### src/hw/pst_defs.vh
`ifndef PST_DEFS_VH
`define PST_DEFS_VH
`define PST_ADDR_DEFAULT   7'h78
`define PST_CMD_MEASURE    8'hAC
`define PST_RESP_BYTES     3'd6
`define PST_STAT_POWER_BIT 6
`define PST_STAT_BUSY_BIT  5
`define PST_STAT_MODE_BIT  3
`define PST_STAT_CRC_BIT   2
`define PST_FIFO_WIDTH     8
`define PST_FIFO_DEPTH     8
`endif

### src/hw/pst_fifo.v
`timescale 1ns/1ns
`default_nettype none
module pst_fifo #(
  parameter WIDTH = 8,
  parameter DEPTH = 8,
  parameter AW    = 3
) (
  // Clock and reset.
  input  wire             core_clk,
  input  wire             rst,
  // Fill side.
  input  wire             in_valid,
  output wire             in_ready,
  input  wire [WIDTH-1:0] in_data,
  // Drain side.
  output wire             out_valid,
  input  wire             out_ready,
  output reg  [WIDTH-1:0] out_data
);
  reg [WIDTH-1:0] mem [0:DEPTH-1];
  reg [AW:0]      wp_q;
  reg [AW:0]      rp_q;
  reg             ov_q;
  wire            empty = (wp_q == rp_q);
  wire            full  = (wp_q[AW-1:0] == rp_q[AW-1:0]) && (wp_q[AW] != rp_q[AW]);
  wire            pop   = !empty && (!ov_q || out_ready);

  assign in_ready  = !full;
  assign out_valid = ov_q;

  // Read data come out of a register so the drain side sees a flopped word.
  always @(posedge core_clk) begin
    if (rst) begin
      wp_q <= {(AW+1){1'b0}};
      rp_q <= {(AW+1){1'b0}};
      ov_q <= 1'b0;
      out_data <= {WIDTH{1'b0}};
    end else begin
      if (in_valid && !full) begin
        mem[wp_q[AW-1:0]] <= in_data;
        wp_q <= wp_q + 1'b1;
      end
      if (pop) begin
        out_data <= mem[rp_q[AW-1:0]];
        rp_q <= rp_q + 1'b1;
        ov_q <= 1'b1;
      end else if (out_ready) begin
        ov_q <= 1'b0;
      end
    end
  end
endmodule // pst_fifo
`default_nettype wire

### src/hw/pst_i2c_target.v
// Function
// - Bytes shift most significant bit first.
// - Answer only own seven-bit address, acknowledge.
// - Start is data falling while clock high.
// - Repeated start restarts addressing.
// - Eighth address bit selects direction.
// - Acknowledge each received byte when addressed and the FIFO has room.
// - Sender releases data during acknowledge.
// - No acknowledge when unaddressed or unable.
// - Read response starts with status byte.
// - Command 0xAC starts one measurement.
// - Commands ignored while busy.
// - Read returns status, pressure three, temperature two.
`timescale 1ns/1ns
`default_nettype none
`include "pst_defs.vh"
module pst_i2c_target #(
  parameter [6:0] BUS_ADDR = `PST_ADDR_DEFAULT
) (
  // Clock and reset.
  input  wire        core_clk,
  input  wire        rst,
  // Serial pins, open drain.
  input  wire        scl_i,
  input  wire        sda_i,
  output reg         sda_o,
  output reg         sda_oe,
  // Sensor core side.
  output reg         meas_start,
  input  wire        meas_done,
  input  wire [23:0] meas_press,
  input  wire [15:0] meas_temp,
  input  wire        stat_mode,
  input  wire        stat_crc_err,
  // Received data bytes stream.
  output reg         rx_valid,
  input  wire        rx_ready,
  output reg  [7:0]  rx_data,
  // Measurement and transfer status.
  output reg         busy,
  output reg         addressed
);
  localparam ST_IDLE = 3'd0;
  localparam ST_ADDR = 3'd1;
  localparam ST_AACK = 3'd2;
  localparam ST_WR   = 3'd3;
  localparam ST_WACK = 3'd4;
  localparam ST_RD   = 3'd5;
  localparam ST_RACK = 3'd6;

  // Three-stage synchronisers; stage one feeds stage two only.
  reg  [2:0] scl_s_q;
  reg  [2:0] sda_s_q;
  reg        scl_q;
  reg        sda_q;
  always @(posedge core_clk) begin
    if (rst) begin
      scl_s_q <= 3'b111;
      sda_s_q <= 3'b111;
      scl_q   <= 1'b1;
      sda_q   <= 1'b1;
    end else begin
      scl_s_q <= {scl_s_q[1:0], scl_i};
      sda_s_q <= {sda_s_q[1:0], sda_i};
      if (scl_s_q[1] == scl_s_q[2])
        scl_q <= scl_s_q[2];
      if (sda_s_q[1] == sda_s_q[2])
        sda_q <= sda_s_q[2];
    end
  end

  reg scl_d1_q;
  reg sda_d1_q;
  always @(posedge core_clk) begin
    if (rst) begin
      scl_d1_q <= 1'b1;
      sda_d1_q <= 1'b1;
    end else begin
      scl_d1_q <= scl_q;
      sda_d1_q <= sda_q;
    end
  end
  wire scl_rise = scl_q && !scl_d1_q;
  wire scl_fall = !scl_q && scl_d1_q;
  wire start_c  = scl_q && scl_d1_q && sda_d1_q && !sda_q;
  wire stop_c   = scl_q && scl_d1_q && !sda_d1_q && sda_q;

  // Received bytes pass through the FIFO to the stream port and command decode.
  reg        fin_valid_q;
  reg  [7:0] fin_data_q;
  wire       fin_ready;
  wire       fout_valid;
  wire [7:0] fout_data;
  wire       fout_ready = !rx_valid || rx_ready;
  pst_fifo #(
    .WIDTH(`PST_FIFO_WIDTH),
    .DEPTH(`PST_FIFO_DEPTH),
    .AW   (3)
  ) u_fifo (
    .core_clk (core_clk),
    .rst      (rst),
    .in_valid (fin_valid_q),
    .in_ready (fin_ready),
    .in_data  (fin_data_q),
    .out_valid(fout_valid),
    .out_ready(fout_ready),
    .out_data (fout_data)
  );

  // Stream output register and command decode on bytes leaving the FIFO.
  reg        first_q;
  reg        cmd_flag_q;
  reg        meas_pend_q;
  always @(posedge core_clk) begin
    if (rst) begin
      rx_valid   <= 1'b0;
      rx_data    <= 8'h00;
      meas_start <= 1'b0;
      busy       <= 1'b0;
    end else begin
      meas_start <= 1'b0;
      if (fout_ready) begin
        rx_valid <= fout_valid;
        if (fout_valid)
          rx_data <= fout_data;
      end
      if (fout_valid && fout_ready && !busy && fout_data == `PST_CMD_MEASURE) begin
        meas_start <= 1'b1;
        busy       <= 1'b1;
      end else if (meas_done) begin
        busy <= 1'b0;
      end
    end
  end

  // Status byte and response shift data.
  reg  [7:0] status_byte;
  always @* begin
    status_byte = 8'h00;
    status_byte[`PST_STAT_POWER_BIT] = 1'b1;
    status_byte[`PST_STAT_BUSY_BIT]  = busy;
    status_byte[`PST_STAT_MODE_BIT]  = stat_mode;
    status_byte[`PST_STAT_CRC_BIT]   = stat_crc_err;
  end
  reg  [2:0] byte_idx_q;
  reg  [7:0] tx_byte;
  wire [2:0] nxt_idx = byte_idx_q + 3'd1;
  always @* begin
    case (nxt_idx)
      3'd0:    tx_byte = status_byte;
      3'd1:    tx_byte = meas_press[23:16];
      3'd2:    tx_byte = meas_press[15:8];
      3'd3:    tx_byte = meas_press[7:0];
      3'd4:    tx_byte = meas_temp[15:8];
      3'd5:    tx_byte = meas_temp[7:0];
      default: tx_byte = 8'hFF;
    endcase
  end

  reg [2:0] st_q;
  reg [2:0] bit_q;
  reg [7:0] sh_q;
  reg       rw_q;
  reg       ack_ok_q;
  reg       got8_q;
  // Port state machine; a start or stop overrides everything.
  always @(posedge core_clk) begin
    if (rst) begin
      st_q        <= ST_IDLE;
      bit_q       <= 3'd0;
      sh_q        <= 8'h00;
      rw_q        <= 1'b0;
      ack_ok_q    <= 1'b0;
      got8_q      <= 1'b0;
      byte_idx_q  <= 3'd0;
      sda_o       <= 1'b0;
      sda_oe      <= 1'b0;
      addressed   <= 1'b0;
      fin_valid_q <= 1'b0;
      fin_data_q  <= 8'h00;
    end else begin
      fin_valid_q <= 1'b0;
      if (start_c) begin
        st_q      <= ST_ADDR;
        bit_q     <= 3'd0;
        got8_q    <= 1'b0;
        sda_oe    <= 1'b0;
        addressed <= 1'b0;
      end else if (stop_c) begin
        st_q      <= ST_IDLE;
        sda_oe    <= 1'b0;
        addressed <= 1'b0;
      end else begin
        case (st_q)
          ST_ADDR, ST_WR: begin
            if (scl_rise) begin
              sh_q  <= {sh_q[6:0], sda_q};
              bit_q <= bit_q + 3'd1;
              if (bit_q == 3'd7)
                got8_q <= 1'b1;
            end
            // Act only after eight rises, never on the fall that closes a start.
            if (scl_fall && got8_q) begin
              got8_q <= 1'b0;
              if (st_q == ST_ADDR) begin
                rw_q     <= sh_q[0];
                ack_ok_q <= (sh_q[7:1] == BUS_ADDR);
                sda_oe   <= (sh_q[7:1] == BUS_ADDR);
                st_q     <= ST_AACK;
                addressed <= (sh_q[7:1] == BUS_ADDR);
              end else begin
                ack_ok_q    <= fin_ready;
                sda_oe      <= fin_ready;
                fin_valid_q <= fin_ready;
                fin_data_q  <= sh_q;
                st_q        <= ST_WACK;
              end
            end
          end
          ST_AACK, ST_WACK: begin
            if (scl_fall) begin
              if (!ack_ok_q) begin
                sda_oe <= 1'b0;
                st_q   <= ST_IDLE;
              end else if (st_q == ST_AACK && rw_q) begin
                byte_idx_q <= 3'd0;
                sh_q       <= status_byte;
                sda_oe     <= !status_byte[7];
                bit_q      <= 3'd0;
                st_q       <= ST_RD;
              end else begin
                sda_oe <= 1'b0;
                bit_q  <= 3'd0;
                st_q   <= ST_WR;
              end
            end
          end
          ST_RD: begin
            if (scl_fall) begin
              if (bit_q == 3'd7) begin
                sda_oe <= 1'b0;
                st_q   <= ST_RACK;
              end else begin
                sh_q   <= {sh_q[6:0], 1'b0};
                sda_oe <= !sh_q[6];
              end
              bit_q <= bit_q + 3'd1;
            end
          end
          ST_RACK: begin
            if (scl_rise)
              ack_ok_q <= !sda_q;
            if (scl_fall) begin
              if (!ack_ok_q) begin
                st_q <= ST_IDLE;
              end else begin
                // Past the last byte the index stays put and the mux yields all ones.
                if (byte_idx_q < `PST_RESP_BYTES - 3'd1)
                  byte_idx_q <= nxt_idx;
                sh_q   <= tx_byte;
                sda_oe <= !tx_byte[7];
                bit_q <= 3'd0;
                st_q  <= ST_RD;
              end
            end
          end
          default: begin
            sda_oe <= 1'b0;
          end
        endcase
      end
    end
  end
endmodule // pst_i2c_target
`default_nettype wire
### config.mk
export PLATFORM = sky130hd
export DESIGN_NAME = pst_i2c_target
export DESIGN_NICKNAME = d
export VERILOG_FILES = /design/src/hw/pst_fifo.v /design/src/hw/pst_i2c_target.v
export VERILOG_INCLUDE_DIRS = /design/src /design/src/hw
export SDC_FILE = /design/constraint.sdc
export NUM_CORES = 1
export LEC_CHECK = 0
export BUFFER_PORTS_ARGS = -buffer_cell sky130_fd_sc_hd__buf_4
export CAP_MARGIN = 20
export CORE_AREA = 5 5 113 115
export DETAILED_ROUTE_END_ITERATION = 7
export DIE_AREA = 0 0 118 120
export PLACE_DENSITY = 0.74
export SYNTH_ARGS = -nofsm -noshare
export SYNTH_HDL_FRONTEND = slang
export SYNTH_SLANG_ARGS = --single-unit
### constraint.sdc
create_clock -name core_clk -period 2.1 [get_ports core_clk]
set_input_delay 0.105 -clock core_clk [delete_from_list [all_inputs] [get_ports core_clk]]
set_output_delay 0.105 -clock core_clk [all_outputs]
set_load 0.02 [all_outputs]
==> Implementation_results.wiki, run 1 <==
{| class="wikitable"
! Metric !! Value
|-
| Share of cells above drive strength 1 || 0.284
|-
| Clock tree root buffer cell || sky130_fd_sc_hd__clkbuf_16
|-
| Placement row count || 40
|-
| Slack of the worst reg-to-reg path || 100 ps
|-
| Leak pwr || approximately 2.7 nW
|-
| Maximum buffer depth of the clock tree || 2
|-
| Final worst path period need || 2000 ps
|-
| Detailed Routing Iterations Pass 1 || 5
|-
| DRC violation count after routing || 0
|-
| Average wire per standard cell || approximately 17 um
|-
| Post-Route WL || 12.6 mm
|-
| Die area || 14200 um2
|-
| Ranking of synthesized cells by instance count || sky130_fd_sc_hd__dfxtp_1 (69), sky130_fd_sc_hd__edfxtp_1 (64), sky130_fd_sc_hd__nor2_1 (64), sky130_fd_sc_hd__a21oi_1 (28), sky130_fd_sc_hd__mux2i_1 (24)
|-
| Cell area after layout || 7300 um2
|-
| Number of enable-type register cells in the synthesized netlist || 64
|-
| Die H || 120 um
|-
| # Max-Cap Violations || 0
|-
| Largest area contributor in the netlist || sky130_fd_sc_hd__edfxtp_1
|-
| Final Hold Vio Count || 0
|-
| Internal Dissipation || 4.54 mW
|-
| CTS tree || built
|-
| Worst setup path start || bit_q[0]$_SDFFE_PP0P_
|-
| Avg Vias per Cell || 5.67
|-
| Final Net Count || 647
|-
| Wire length of the first global-routing pass || between 20 and 25 mm
|-
| Primary flip-flop cell chosen by synthesis mapping || sky130_fd_sc_hd__dfxtp_1
|-
| Post-detailed-route count of antenna-violating nets || 0
|-
| Critical setup path kind || flop to flop
|-
| Worst path arrival time || about 2300 ps
|-
| Ys Warns || 0
|-
| Count of state elements after synthesis || 133
|-
| Peak Freq || 0.499 GHz
|-
| First-iteration detailed-routing DRC count || roughly 240
|-
| Critical R2R Launch || bit_q[0]$_SDFFE_PP0P_
|-
| Global Route Usage Sum || 0.188
|-
| Sequential cell fraction of total power || 0.480
|-
| Area share of the largest cell type after synthesis || 0.323
|-
| Detailed Place HPWL || 8.90 mm
|-
| Max FO, Critical Path || 6
|-
| Hold-critical path endpoint || u_fifo.wp_q[0]$_SDFFE_PP0P_
|-
| Syn nets || 566
|-
| Power per cell area || 791 nW/um2
|-
| Final setup violation count || 0
|-
| CTS H-Tree Depth || 4
|-
| Switching Power || 1.24 mW
|-
| Reg2Reg Capture Point || sh_q[6]$_SDFFE_PP0P_
|-
| TritonCTS sink count || between 100 and 150
|-
| Actual slew at the worst max-slew pin || 529 ps
|-
| Leading cell type by number of instances after synthesis || sky130_fd_sc_hd__dfxtp_1
|-
| Die width || 118 um
|-
| Weighted congestion at the end of routability-driven global placement || about 0.90
|-
| Category of the worst setup path launch point || flop
|-
| Clock insertion delay at the later pin of the skew report || 420 ps
|-
| Count of pins over their slew limit || 0
|-
| Clock power share || 0.458
|-
| Average cell area after synthesis || around 12 um2
|-
| Grt total ovfl || 0
|-
| Synth unique cells || 65
|-
| Hold Startpoint || rst
|-
| Fraction of power consumed by combinational cells || 0.062
|-
| Initial antenna violation count || 0
|-
| Total number of vias || 4256
|-
| Crit end category || flop
|-
| R2R cell count || 7
|-
| Summed negative setup slack over all endpoints || 0 ps
|-
| Diode count || 0
|-
| Post-synthesis instance area || 5960 um2
|-
| Vias in the first global route || 4302
|-
| Switch share || 0.214
|-
| Max_slew headroom || 0.648
|-
| Count of boundary I/O pins || 62
|-
| Clock transition at the registers of the reported paths || 60 ps
|-
| Kind of path behind the tightest hold check || input pin to flop
|-
| Synth area leaders || sky130_fd_sc_hd__edfxtp_1 (32%), sky130_fd_sc_hd__dfxtp_1 (23%), sky130_fd_sc_hd__mux4_2 (6.0%), sky130_fd_sc_hd__mux2i_1 (4.0%), sky130_fd_sc_hd__nor2_1 (4.0%)
|-
| Largest clock skew in the final design || 7.55 ps
|-
| Placed instance area || 6680 um2
|-
| Sequential element share of the synthesized area || 0.555
|-
| Floorplan core area || 11700 um2
|-
| TritonCTS buffer count || 17
|-
| Area overhead of the layout relative to synthesis || 22.6%
|-
| Worst endpoint required time || roughly 2400 ps
|-
| Result of the run || complete, no violations
|-
| Synthesized instance count || 509
|-
| I/O Buffers || 60
|-
| Worst slack on hold paths || 40.8 ps
|-
| Starting Density || 0.509
|-
| Maximum number of pins on one net before global-route repair || 44
|-
| Power Total || 5.78 mW
|-
| Fraction of registers with async set or reset after synthesis || 0
|-
| Period Utilization, post-route || 0.954
|-
| Cell depth of the worst hold path || 2
|-
| Largest vdd supply drop || 619 uV
|}
## sequential cells by signal, summed over array words and instances (netlist names), 3 cells and up
| signal | cells |
|---|---|
| u_fifo.mem | 64 |
| u_fifo.wp_q | 4 |
| byte_idx_q | 3 |
| scl_s_q | 3 |
| sh_q | 8 |
| rx_data | 8 |
| sda_s_q | 3 |
| fin_data_q | 8 |
| st_q | 3 |
| bit_q | 3 |
| u_fifo.rp_q | 4 |
| u_fifo.out_data | 8 |
## layout make-up
type                    count  area (um2)
clock buffers              21         440
multi-input cells         323        2470
clock inverters            11        86.3
repair buffers             99         753
flip-flops and latches    133        3310
well taps                 147         184
inverters                  16        60.1
fillers                   927        4410
## power by group through the flow
| stage | Clock, mW | Combinational [mW] | Sequential [mW] |
|---|---|---|---|
| 3_3_place_gp | 0 | 0.347 | 2.82 |
| 2_1_floorplan | 0 | 0.240 | 2.81 |
| 3_5_place_dp | 0 | 0.352 | 2.82 |
| 4_1_cts | 2.71 | 0.364 | 2.77 |
| 6_report | 2.65 | 0.360 | 2.77 |
| 5_1_grt | 2.83 | 0.399 | 2.77 |
## layout by cell type, fill, tap and decap left out, types with 16 or more instances in the layout
cell type	instances
sky130_fd_sc_hd__clkbuf_16	17
sky130_fd_sc_hd__dfxtp_1	66
sky130_fd_sc_hd__edfxtp_1	64
sky130_fd_sc_hd__inv_1	16
sky130_fd_sc_hd__buf_4	95
sky130_fd_sc_hd__nor2_1	64
sky130_fd_sc_hd__a211oi_1	16
sky130_fd_sc_hd__a21oi_1	28
sky130_fd_sc_hd__mux4_2	16
sky130_fd_sc_hd__mux2i_1	24
## timing repair
action / CTS / global route
hold buffers: 4 / 0
endpoints found under the hold margin: 4 / 0
resized for setup: 2 / 11
pin swaps: 0 / 1
endpoints found under the setup margin: 1 / 9
setup buffers: 0 / 2
## how the worst max path moves through the flow
stage / endpoint / slack (ps) / depth (start not counted)
after floorplan: u_fifo.mem[5][0]$_DFFE_PP_ / 110 / 6
after global placement: sh_q[4]$_SDFFE_PP0P_ / 90 / 7
after detailed placement: sh_q[4]$_SDFFE_PP0P_ / -10 / 6
after CTS: sh_q[4]$_SDFFE_PP0P_ / 3 / 7
after global routing: sh_q[4]$_SDFFE_PP0P_ / -9 / 7
final: sh_q[6]$_SDFFE_PP0P_ / 100 / 7
## critical path, stage by stage, from the launching register on
cell	delay, ps
sky130_fd_sc_hd__dfxtp_1	320
sky130_fd_sc_hd__ha_1	200
sky130_fd_sc_hd__ha_1	200
sky130_fd_sc_hd__nand2b_1	130
sky130_fd_sc_hd__a311oi_2	190
sky130_fd_sc_hd__buf_4	210
sky130_fd_sc_hd__or4_1	530
sky130_fd_sc_hd__a21oi_1	140
## routing by layer
metal | wire length, um | global-route usage
met2 | 6170 | 0.313
met3 | 866 | 0.0575
met5 | 0 | 0
met4 | 152 | 0.0659
met1 | 5380 | 0.232
## metrics by stage
step | worst slack [ps] | util | cells
2_1_floorplan | 113 | - | 509
3_3_place_gp | 87.7 | 0.571 | 712
3_5_place_dp | -11.6 | 0.571 | 712
4_1_cts | 3.40 | 0.620 | 748
5_1_grt | -9.04 | 0.624 | 750
6_report | 96.4 | 0.624 | 750
## logic make-up (layout without fill, tap and decap cells)
| kind of cell | count (synthesis) | after routing | synth area share |
|---|---|---|---|
| simple gates | 149 | 149 | 0.126 |
| fa+ha+maj | 9 | 9 | 0.0189 |
| flops | 133 | 133 | 0.555 |
| mux | 43 | 43 | 0.106 |
| compound gates | 108 | 108 | 0.132 |
| other cells | 1 | 1 | 0.000630 |
| buf+inv | 53 | 147 | 0.0410 |
| xor+xnor | 13 | 13 | 0.0204 |
Power figures use the tool's default switching activity.
==> inputs of run 2 (changes only) <==
--- a/config.mk
+++ b/config.mk
@@ -8,10 +8,10 @@
 export LEC_CHECK = 0
 export BUFFER_PORTS_ARGS = -buffer_cell sky130_fd_sc_hd__buf_4
 export CAP_MARGIN = 20
-export CORE_AREA = 5 5 113 115
+export CORE_AREA = 5 5 116 118
 export DETAILED_ROUTE_END_ITERATION = 7
-export DIE_AREA = 0 0 118 120
-export PLACE_DENSITY = 0.74
+export DIE_AREA = 0 0 121 123
+export PLACE_DENSITY = 0.71
 export SYNTH_ARGS = -nofsm -noshare
 export SYNTH_HDL_FRONTEND = slang
 export SYNTH_SLANG_ARGS = --single-unit
==> Implementation_results.wiki, run 2 (synthesized netlist as in run 1, its figures left out) <==
{| class="wikitable"
! Metric !! Value
|-
| Max FO, Critical Path || 8
|-
| Share of cells above drive strength 1 || 0.285
|-
| Clock transition at the registers of the reported paths || 60 ps
|-
| Reg2Reg Capture Point || sh_q[3]$_SDFFE_PP0P_
|-
| Detailed Routing Iterations Pass 1 || 5
|-
| Diode count || 0
|-
| Kind of path behind the tightest hold check || input pin to flop
|-
| Buffer count from post-CTS setup fixing || 0
|-
| Die width || between 100 and 150 um
|-
| WP buf/inv || 0
|-
| Delay of the slowest cell on the worst path || 510 ps
|-
| Most prevalent standard cell on the critical path || sky130_fd_sc_hd__ha_1
|-
| Hold-critical path endpoint || fin_data_q[7]$_SDFFE_PP0P_
|-
| Slack of the worst reg-to-reg path || 130 ps
|-
| Die H || approximately 120 um
|-
| Cell depth of the worst hold path || 2
|-
| Initial antenna violation count || 0
|-
| Max_slew headroom || 0.628
|-
| Cells after DPL || 736
|-
| Critical R2R Launch || bit_q[0]$_SDFFE_PP0P_
|-
| Maximum number of pins on one net before global-route repair || 27
|-
| Largest clock skew in the final design || 7.19 ps
|-
| Post-detailed-route count of antenna-violating nets || 0
|-
| Maximum buffer depth of the clock tree || 2
|-
| Top cell family by delay on the critical path || compound AO/OA/AOI/OAI gates
|-
| Floorplan core area || 12400 um2
|-
| Placed instance area || 6710 um2
|-
| Final Hold Vio Count || 0
|-
| Wire length of the first global-routing pass || 21.3 mm
|-
| Clock tree root buffer cell || sky130_fd_sc_hd__clkbuf_16
|-
| Setup repair after global routing missed its margin || true
|-
| Post-layout util || 0.594
|-
| CTS tree || built
|-
| Category of the worst setup path launch point || flop
|-
| Placement row count || a little over 40
|-
| Most common library cell in the layout ignoring fill and taps || sky130_fd_sc_hd__buf_4
|-
| Crit end category || flop
|-
| Crit-path slowest cell || sky130_fd_sc_hd__a311oi_4
|-
| Hold Startpoint || rst
|-
| Final worst path period need || 1970 ps
|-
| Post-Route WL || between 10 and 15 mm
|-
| Avg Vias per Cell || 5.62
|-
| Largest vdd supply drop || 551 uV
|-
| R2R cell count || 6
|-
| Final Net Count || about 640
|-
| DRC violation count after routing || 0
|-
| Global Route Usage Sum || 0.183
|-
| Detailed Place HPWL || between 8 and 9 mm
|-
| Count of boundary I/O pins || 62
|-
| Cell area after layout || around 7300 um2
|-
| Count of pins over their slew limit || 0
|-
| Actual slew at the worst max-slew pin || 557 ps
|-
| Period Utilization, post-route || 0.937
|-
| Total number of vias || 4336
|-
| Vias in the first global route || 4274
|-
| Final setup slack of the worst path || 132 ps
|-
| Average wire per standard cell || roughly 17 um
|-
| Result of the run || complete, no violations
|-
| Final setup violation count || 0
|-
| Finished Layout Cells || about 770
|-
| First-iteration detailed-routing DRC count || 340
|-
| Grt total ovfl || 0
|-
| Critical setup path kind || flop to flop
|-
| # Max-Cap Violations || 0
|-
| Clock insertion delay at the later pin of the skew report || 410 ps
|-
| Starting Density || 0.482
|-
| TritonCTS buffer count || 17
|-
| Area overhead of the layout relative to synthesis || 23.3%
|-
| Power per cell area || 802 nW/um2
|-
| Sequence of cells on the critical path || ha_1, ha_1, nand2b_1, a311oi_4, or2_1, a221oi_1
|-
| Weighted congestion at the end of routability-driven global placement || 0.886
|-
| Top library cells by usage in the layout, fill and taps aside || sky130_fd_sc_hd__buf_4 (92), sky130_fd_sc_hd__dfxtp_1 (67), sky130_fd_sc_hd__nor2_1 (64), sky130_fd_sc_hd__edfxtp_1 (64), sky130_fd_sc_hd__a21oi_1 (28)
|-
| Worst path arrival time || 2240 ps
|-
| Peak Freq || 0.508 GHz
|-
| Leak pwr || ~2.7 nW
|-
| CTS H-Tree Depth || 4
|-
| Pre-CTS setup slack || between 60 and 70 ps
|-
| Number of flip-flops in the largest register || 64
|-
| I/O Buffers || 60
|-
| Worst endpoint required time || between 2000 and 2500 ps
|-
| Die area || 14900 um2
|-
| TritonCTS sink count || 133
|}
run 2: metal layers:
metal	share of wire	GRT usage	vias to the layer above
li1	-	-	2073
met5	0	0	-
met4	0.0091	0.0616	0
met2	0.48	0.297	150
met1	0.45	0.240	2103
met3	0.062	0.0499	10
run 2: layout make-up:
type | instances | area, um2
clock buffers | 18 | 429
clock inverters | 14 | 125
fillers | 994 | 5020
inverters | 16 | 60.1
multi-input cells | 323 | 2480
flip-flops and latches | 133 | 3310
well taps | 172 | 215
repair buffers | 96 | 731
run 2: report_power, final:
group	internal (mW)	total, mW	leakage, nW	switching (mW)
Sequential	2.74	2.77	1.15	0.0326
Combinational	0.200	0.363	1.28	0.163
Clock	1.64	2.76	0.277	1.12
Total	4.57	5.89	2.71	1.32
run 2: worst max path at each step:
stage                                      startpoint                    endpoint  slack, ps  cells after the start
after floorplan           u_fifo.rp_q[0]$_SDFFE_PP0P_  u_fifo.mem[5][0]$_DFFE_PP_        110                      6
after global placement     byte_idx_q[0]$_SDFFE_PP0P_        sh_q[4]$_SDFFE_PP0P_        150                      7
after detailed placement   byte_idx_q[0]$_SDFFE_PP0P_        sh_q[5]$_SDFFE_PP0P_         60                      7
after CTS                  byte_idx_q[0]$_SDFFE_PP0P_        sh_q[5]$_SDFFE_PP0P_         40                      7
after global routing       byte_idx_q[1]$_SDFFE_PP0P_        sh_q[2]$_SDFFE_PP0P_        -40                      7
final                           bit_q[0]$_SDFFE_PP0P_        sh_q[3]$_SDFFE_PP0P_        130                      6
run 2: repair_timing:
| action | CTS | global route |
|---|---|---|
| endpoints found under the setup margin | 0 | 7 |
| gates resized for setup | 0 | 11 |
| hold buffers | 4 | 0 |
| hold endpoints to repair | 4 | 0 |
run 2: through the flow:
| step | hold WS (ps) | TNS (ps) | power (mW) |
|---|---|---|---|
| after detailed placement | 293 | 0 | 3.18 |
| after floorplan | 209 | 0 | 3.05 |
| after global placement | 290 | 0 | 3.17 |
| after CTS | 63.7 | 0 | 5.94 |
| after global routing | 81.4 | -38.2 | 6.11 |
| final | 78.5 | 0 | 5.89 |
==> inputs of run 3 (changes only) <==
--- a/config.mk
+++ b/config.mk
@@ -8,10 +8,12 @@
 export LEC_CHECK = 0
 export BUFFER_PORTS_ARGS = -buffer_cell sky130_fd_sc_hd__buf_4
 export CAP_MARGIN = 20
-export CORE_AREA = 5 5 116 118
+export CELL_PAD_IN_SITES_DETAIL_PLACEMENT = 1
+export CELL_PAD_IN_SITES_GLOBAL_PLACEMENT = 1
+export CORE_AREA = 5 5 124 126
 export DETAILED_ROUTE_END_ITERATION = 7
-export DIE_AREA = 0 0 121 123
-export PLACE_DENSITY = 0.71
+export DIE_AREA = 0 0 129 131
+export PLACE_DENSITY_LB_ADDON = 0.1
 export SYNTH_ARGS = -nofsm -noshare
 export SYNTH_HDL_FRONTEND = slang
 export SYNTH_SLANG_ARGS = --single-unit
==> Implementation_results.wiki, run 3 (synthesized netlist as in run 1, its figures left out) <==
{| class="wikitable"
! Metric !! Value
|-
| Result of the run || complete, no violations
|-
| Starting Density || 0.419
|-
| Top library cells by usage in the layout, fill and taps aside || sky130_fd_sc_hd__buf_4 (102), sky130_fd_sc_hd__dfxtp_1 (67), sky130_fd_sc_hd__nor2_1 (64), sky130_fd_sc_hd__edfxtp_1 (64), sky130_fd_sc_hd__a21oi_1 (28)
|-
| Clock tree root buffer cell || sky130_fd_sc_hd__clkbuf_16
|-
| Summed negative setup slack over all endpoints || 0 ps
|-
| Hold Startpoint || meas_done
|-
| Total number of vias || around 4.3k
|-
| Period Utilization, post-route || 0.936
|-
| Wire length of the first global-routing pass || 24.1 mm
|-
| Category of the worst setup path launch point || flop
|-
| Most common library cell in the layout ignoring fill and taps || sky130_fd_sc_hd__buf_4
|-
| Switch share || 0.212
|-
| Critical R2R Launch || byte_idx_q[0]$_SDFFE_PP0P_
|-
| Worst path arrival time || 2250 ps
|-
| Area overhead of the layout relative to synthesis || 25.3%
|-
| Vias in the first global route || approximately 4.6k
|-
| Worst endpoint required time || 2380 ps
|-
| Detailed Place HPWL || 10.4 mm
|-
| Count of boundary I/O pins || between 60 and 70
|-
| Fraction of power consumed by combinational cells || 0.060
|-
| CTS tree || built
|-
| TritonCTS buffer count || 17
|-
| Avg Vias per Cell || ~5.4
|-
| Placement row count || 44
|-
| Power per cell area || around 820 nW/um2
|-
| Internal Dissipation || 4.83 mW
|-
| Kind of path behind the tightest hold check || input pin to flop
|-
| Maximum buffer depth of the clock tree || 2
|-
| Detailed Routing Iterations Pass 1 || 4
|-
| Final worst path period need || 1970 ps
|-
| Crit end category || flop
|-
| Count of pins over their slew limit || 0
|-
| Max_slew headroom || 0.643
|-
| Placed instance area || 6820 um2
|-
| Hold-critical path endpoint || busy$_SDFFE_PP0P_
|-
| Sequential cell fraction of total power || 0.452
|-
| Slack of the worst reg-to-reg path || between 100 and 150 ps
|-
| R2R cell count || 8
|-
| TritonCTS sink count || 133
|-
| I/O Buffers || 60
|-
| Average wire per standard cell || 18.2 um
|-
| CTS H-Tree Depth || 4
|-
| Largest vdd supply drop || around 550 uV
|-
| Final setup violation count || 0
|-
| Final Hold Vio Count || 0
|-
| Floorplan core area || 14200 um2
|-
| Clock transition at the registers of the reported paths || roughly 60 ps
|-
| # Max-Cap Violations || 0
|-
| Peak Freq || 0.509 GHz
|-
| Leak pwr || approximately 2.8 nW
|-
| Diode count || 0
|-
| Final Net Count || 654
|-
| Actual slew at the worst max-slew pin || 536 ps
|-
| Cell depth of the worst hold path || 3
|-
| Seq. cell area || 3310 um2
|-
| Filler cell count || approximately 1.5k
|-
| First-iteration detailed-routing DRC count || 237
|-
| Switching Power || 1.30 mW
|-
| Clock power share || 0.488
|-
| Clock insertion delay at the later pin of the skew report || approximately 410 ps
|-
| Die H || 131 um
|-
| Share of cells above drive strength 1 || 0.292
|-
| Combined area of the multi-input logic cells || 2450 um2
|-
| Die width || around 130 um
|-
| Die area || 16900 um2
|-
| Maximum number of pins on one net before global-route repair || 33
|-
| Reg2Reg Capture Point || sh_q[0]$_SDFFE_PP0P_
|-
| Global Route Usage Sum || 0.183
|-
| Post-detailed-route count of antenna-violating nets || 0
|-
| Largest clock skew in the final design || 8.46 ps
|-
| Critical setup path kind || flop to flop
|-
| Cell area after layout || 7470 um2
|-
| DRC violation count after routing || 0
|-
| Max FO, Critical Path || 6
|-
| Grt total ovfl || 0
|-
| Buffer count from post-CTS setup fixing || 0
|-
| Post-Route WL || ~14 mm
|-
| Initial antenna violation count || 0
|-
| Weighted congestion at the end of routability-driven global placement || 0.842
|-
| Setup repair after global routing missed its margin || false
|-
| Number of flip-flops in the largest register || 64
|}
## run 3: cell count changes in the layout (fill, tap and decap cells not counted), moves of 2 or more
cell                         delta
sky130_fd_sc_hd__inv_4          -2
sky130_fd_sc_hd__ha_2           -4
sky130_fd_sc_hd__inv_6          -3
sky130_fd_sc_hd__clkinvlp_4     +2
sky130_fd_sc_hd__bufinv_16      +2
sky130_fd_sc_hd__ha_1           +4
sky130_fd_sc_hd__buf_4         +10
## run 3: worst max-delay path: stages (launching register included)
cell                       delay, ps
sky130_fd_sc_hd__dfxtp_2         360
sky130_fd_sc_hd__inv_1            90
sky130_fd_sc_hd__ha_1            260
sky130_fd_sc_hd__buf_4           180
sky130_fd_sc_hd__a222oi_1        350
sky130_fd_sc_hd__mux2_1          200
sky130_fd_sc_hd__a21oi_1          70
sky130_fd_sc_hd__nor4_1          260
sky130_fd_sc_hd__a211oi_1         80
## run 3: final cells by class
type                            instances  share of cell area
Clock inverter                         13              0.0211
Timing Repair Buffer                  106               0.109
Multi-Input combinational cell        323               0.329
Clock buffer                           19              0.0593
Tap cell                              184              0.0308
Sequential cell                       133               0.443
Inverter                               16             0.00804
## run 3: worst max-delay path by stage
stage,startpoint,to,slack [ps]
floorplan,u_fifo.rp_q[0]$_SDFFE_PP0P_,u_fifo.mem[5][0]$_DFFE_PP_,110
global placement,byte_idx_q[0]$_SDFFE_PP0P_,sh_q[4]$_SDFFE_PP0P_,180
detailed placement,byte_idx_q[0]$_SDFFE_PP0P_,sh_q[0]$_SDFFE_PP0P_,80
CTS,byte_idx_q[0]$_SDFFE_PP0P_,sh_q[0]$_SDFFE_PP0P_,60
global route,st_q[2]$_SDFFE_PP0P_,sh_q[6]$_SDFFE_PP0P_,10
finish,byte_idx_q[0]$_SDFFE_PP0P_,sh_q[0]$_SDFFE_PP0P_,130
## run 3: power groups by stage
stage | Sequential (mW) | Clock (mW) | Combinational (mW)
final | 2.77 | 2.99 | 0.370
after CTS | 2.77 | 3.05 | 0.378
after global placement | 2.82 | 0 | 0.364
after detailed placement | 2.83 | 0 | 0.370
after global routing | 2.78 | 3.20 | 0.407
after floorplan | 2.81 | 0 | 0.240
## run 3: repair_timing
| item | 4_1_cts | 5_1_grt |
|---|---|---|
| endpoints found under the setup margin | 0 | 6 |
| hold endpoints to repair | 3 | 0 |
| hold buffers | 3 | 0 |
| gates resized for setup | 0 | 6 |
## run 3: metrics by stage
stage / power [mW] / setup WS (ps) / utilization / hold WS (ps) / std cells
5_1_grt: 6.39 / 12.2 / 0.526 / 4.32 / 794
3_3_place_gp: 3.19 / 179 / 0.480 / 290 / 759
4_1_cts: 6.20 / 62.3 / 0.524 / 0.198 / 794
3_5_place_dp: 3.20 / 83.1 / 0.480 / 293 / 759
2_1_floorplan: 3.05 / 113 / - / 209 / 509
6_report: 6.13 / 135 / 0.526 / 14.7 / 794
## run 3: per-layer routing
metal,track usage,vias up,routed length [um]
met1,0.230,2126,6450
met4,0.0519,0,137
li1,-,2089,-
met3,0.0455,9,538
met5,0,-,0
met2,0.315,77,7300
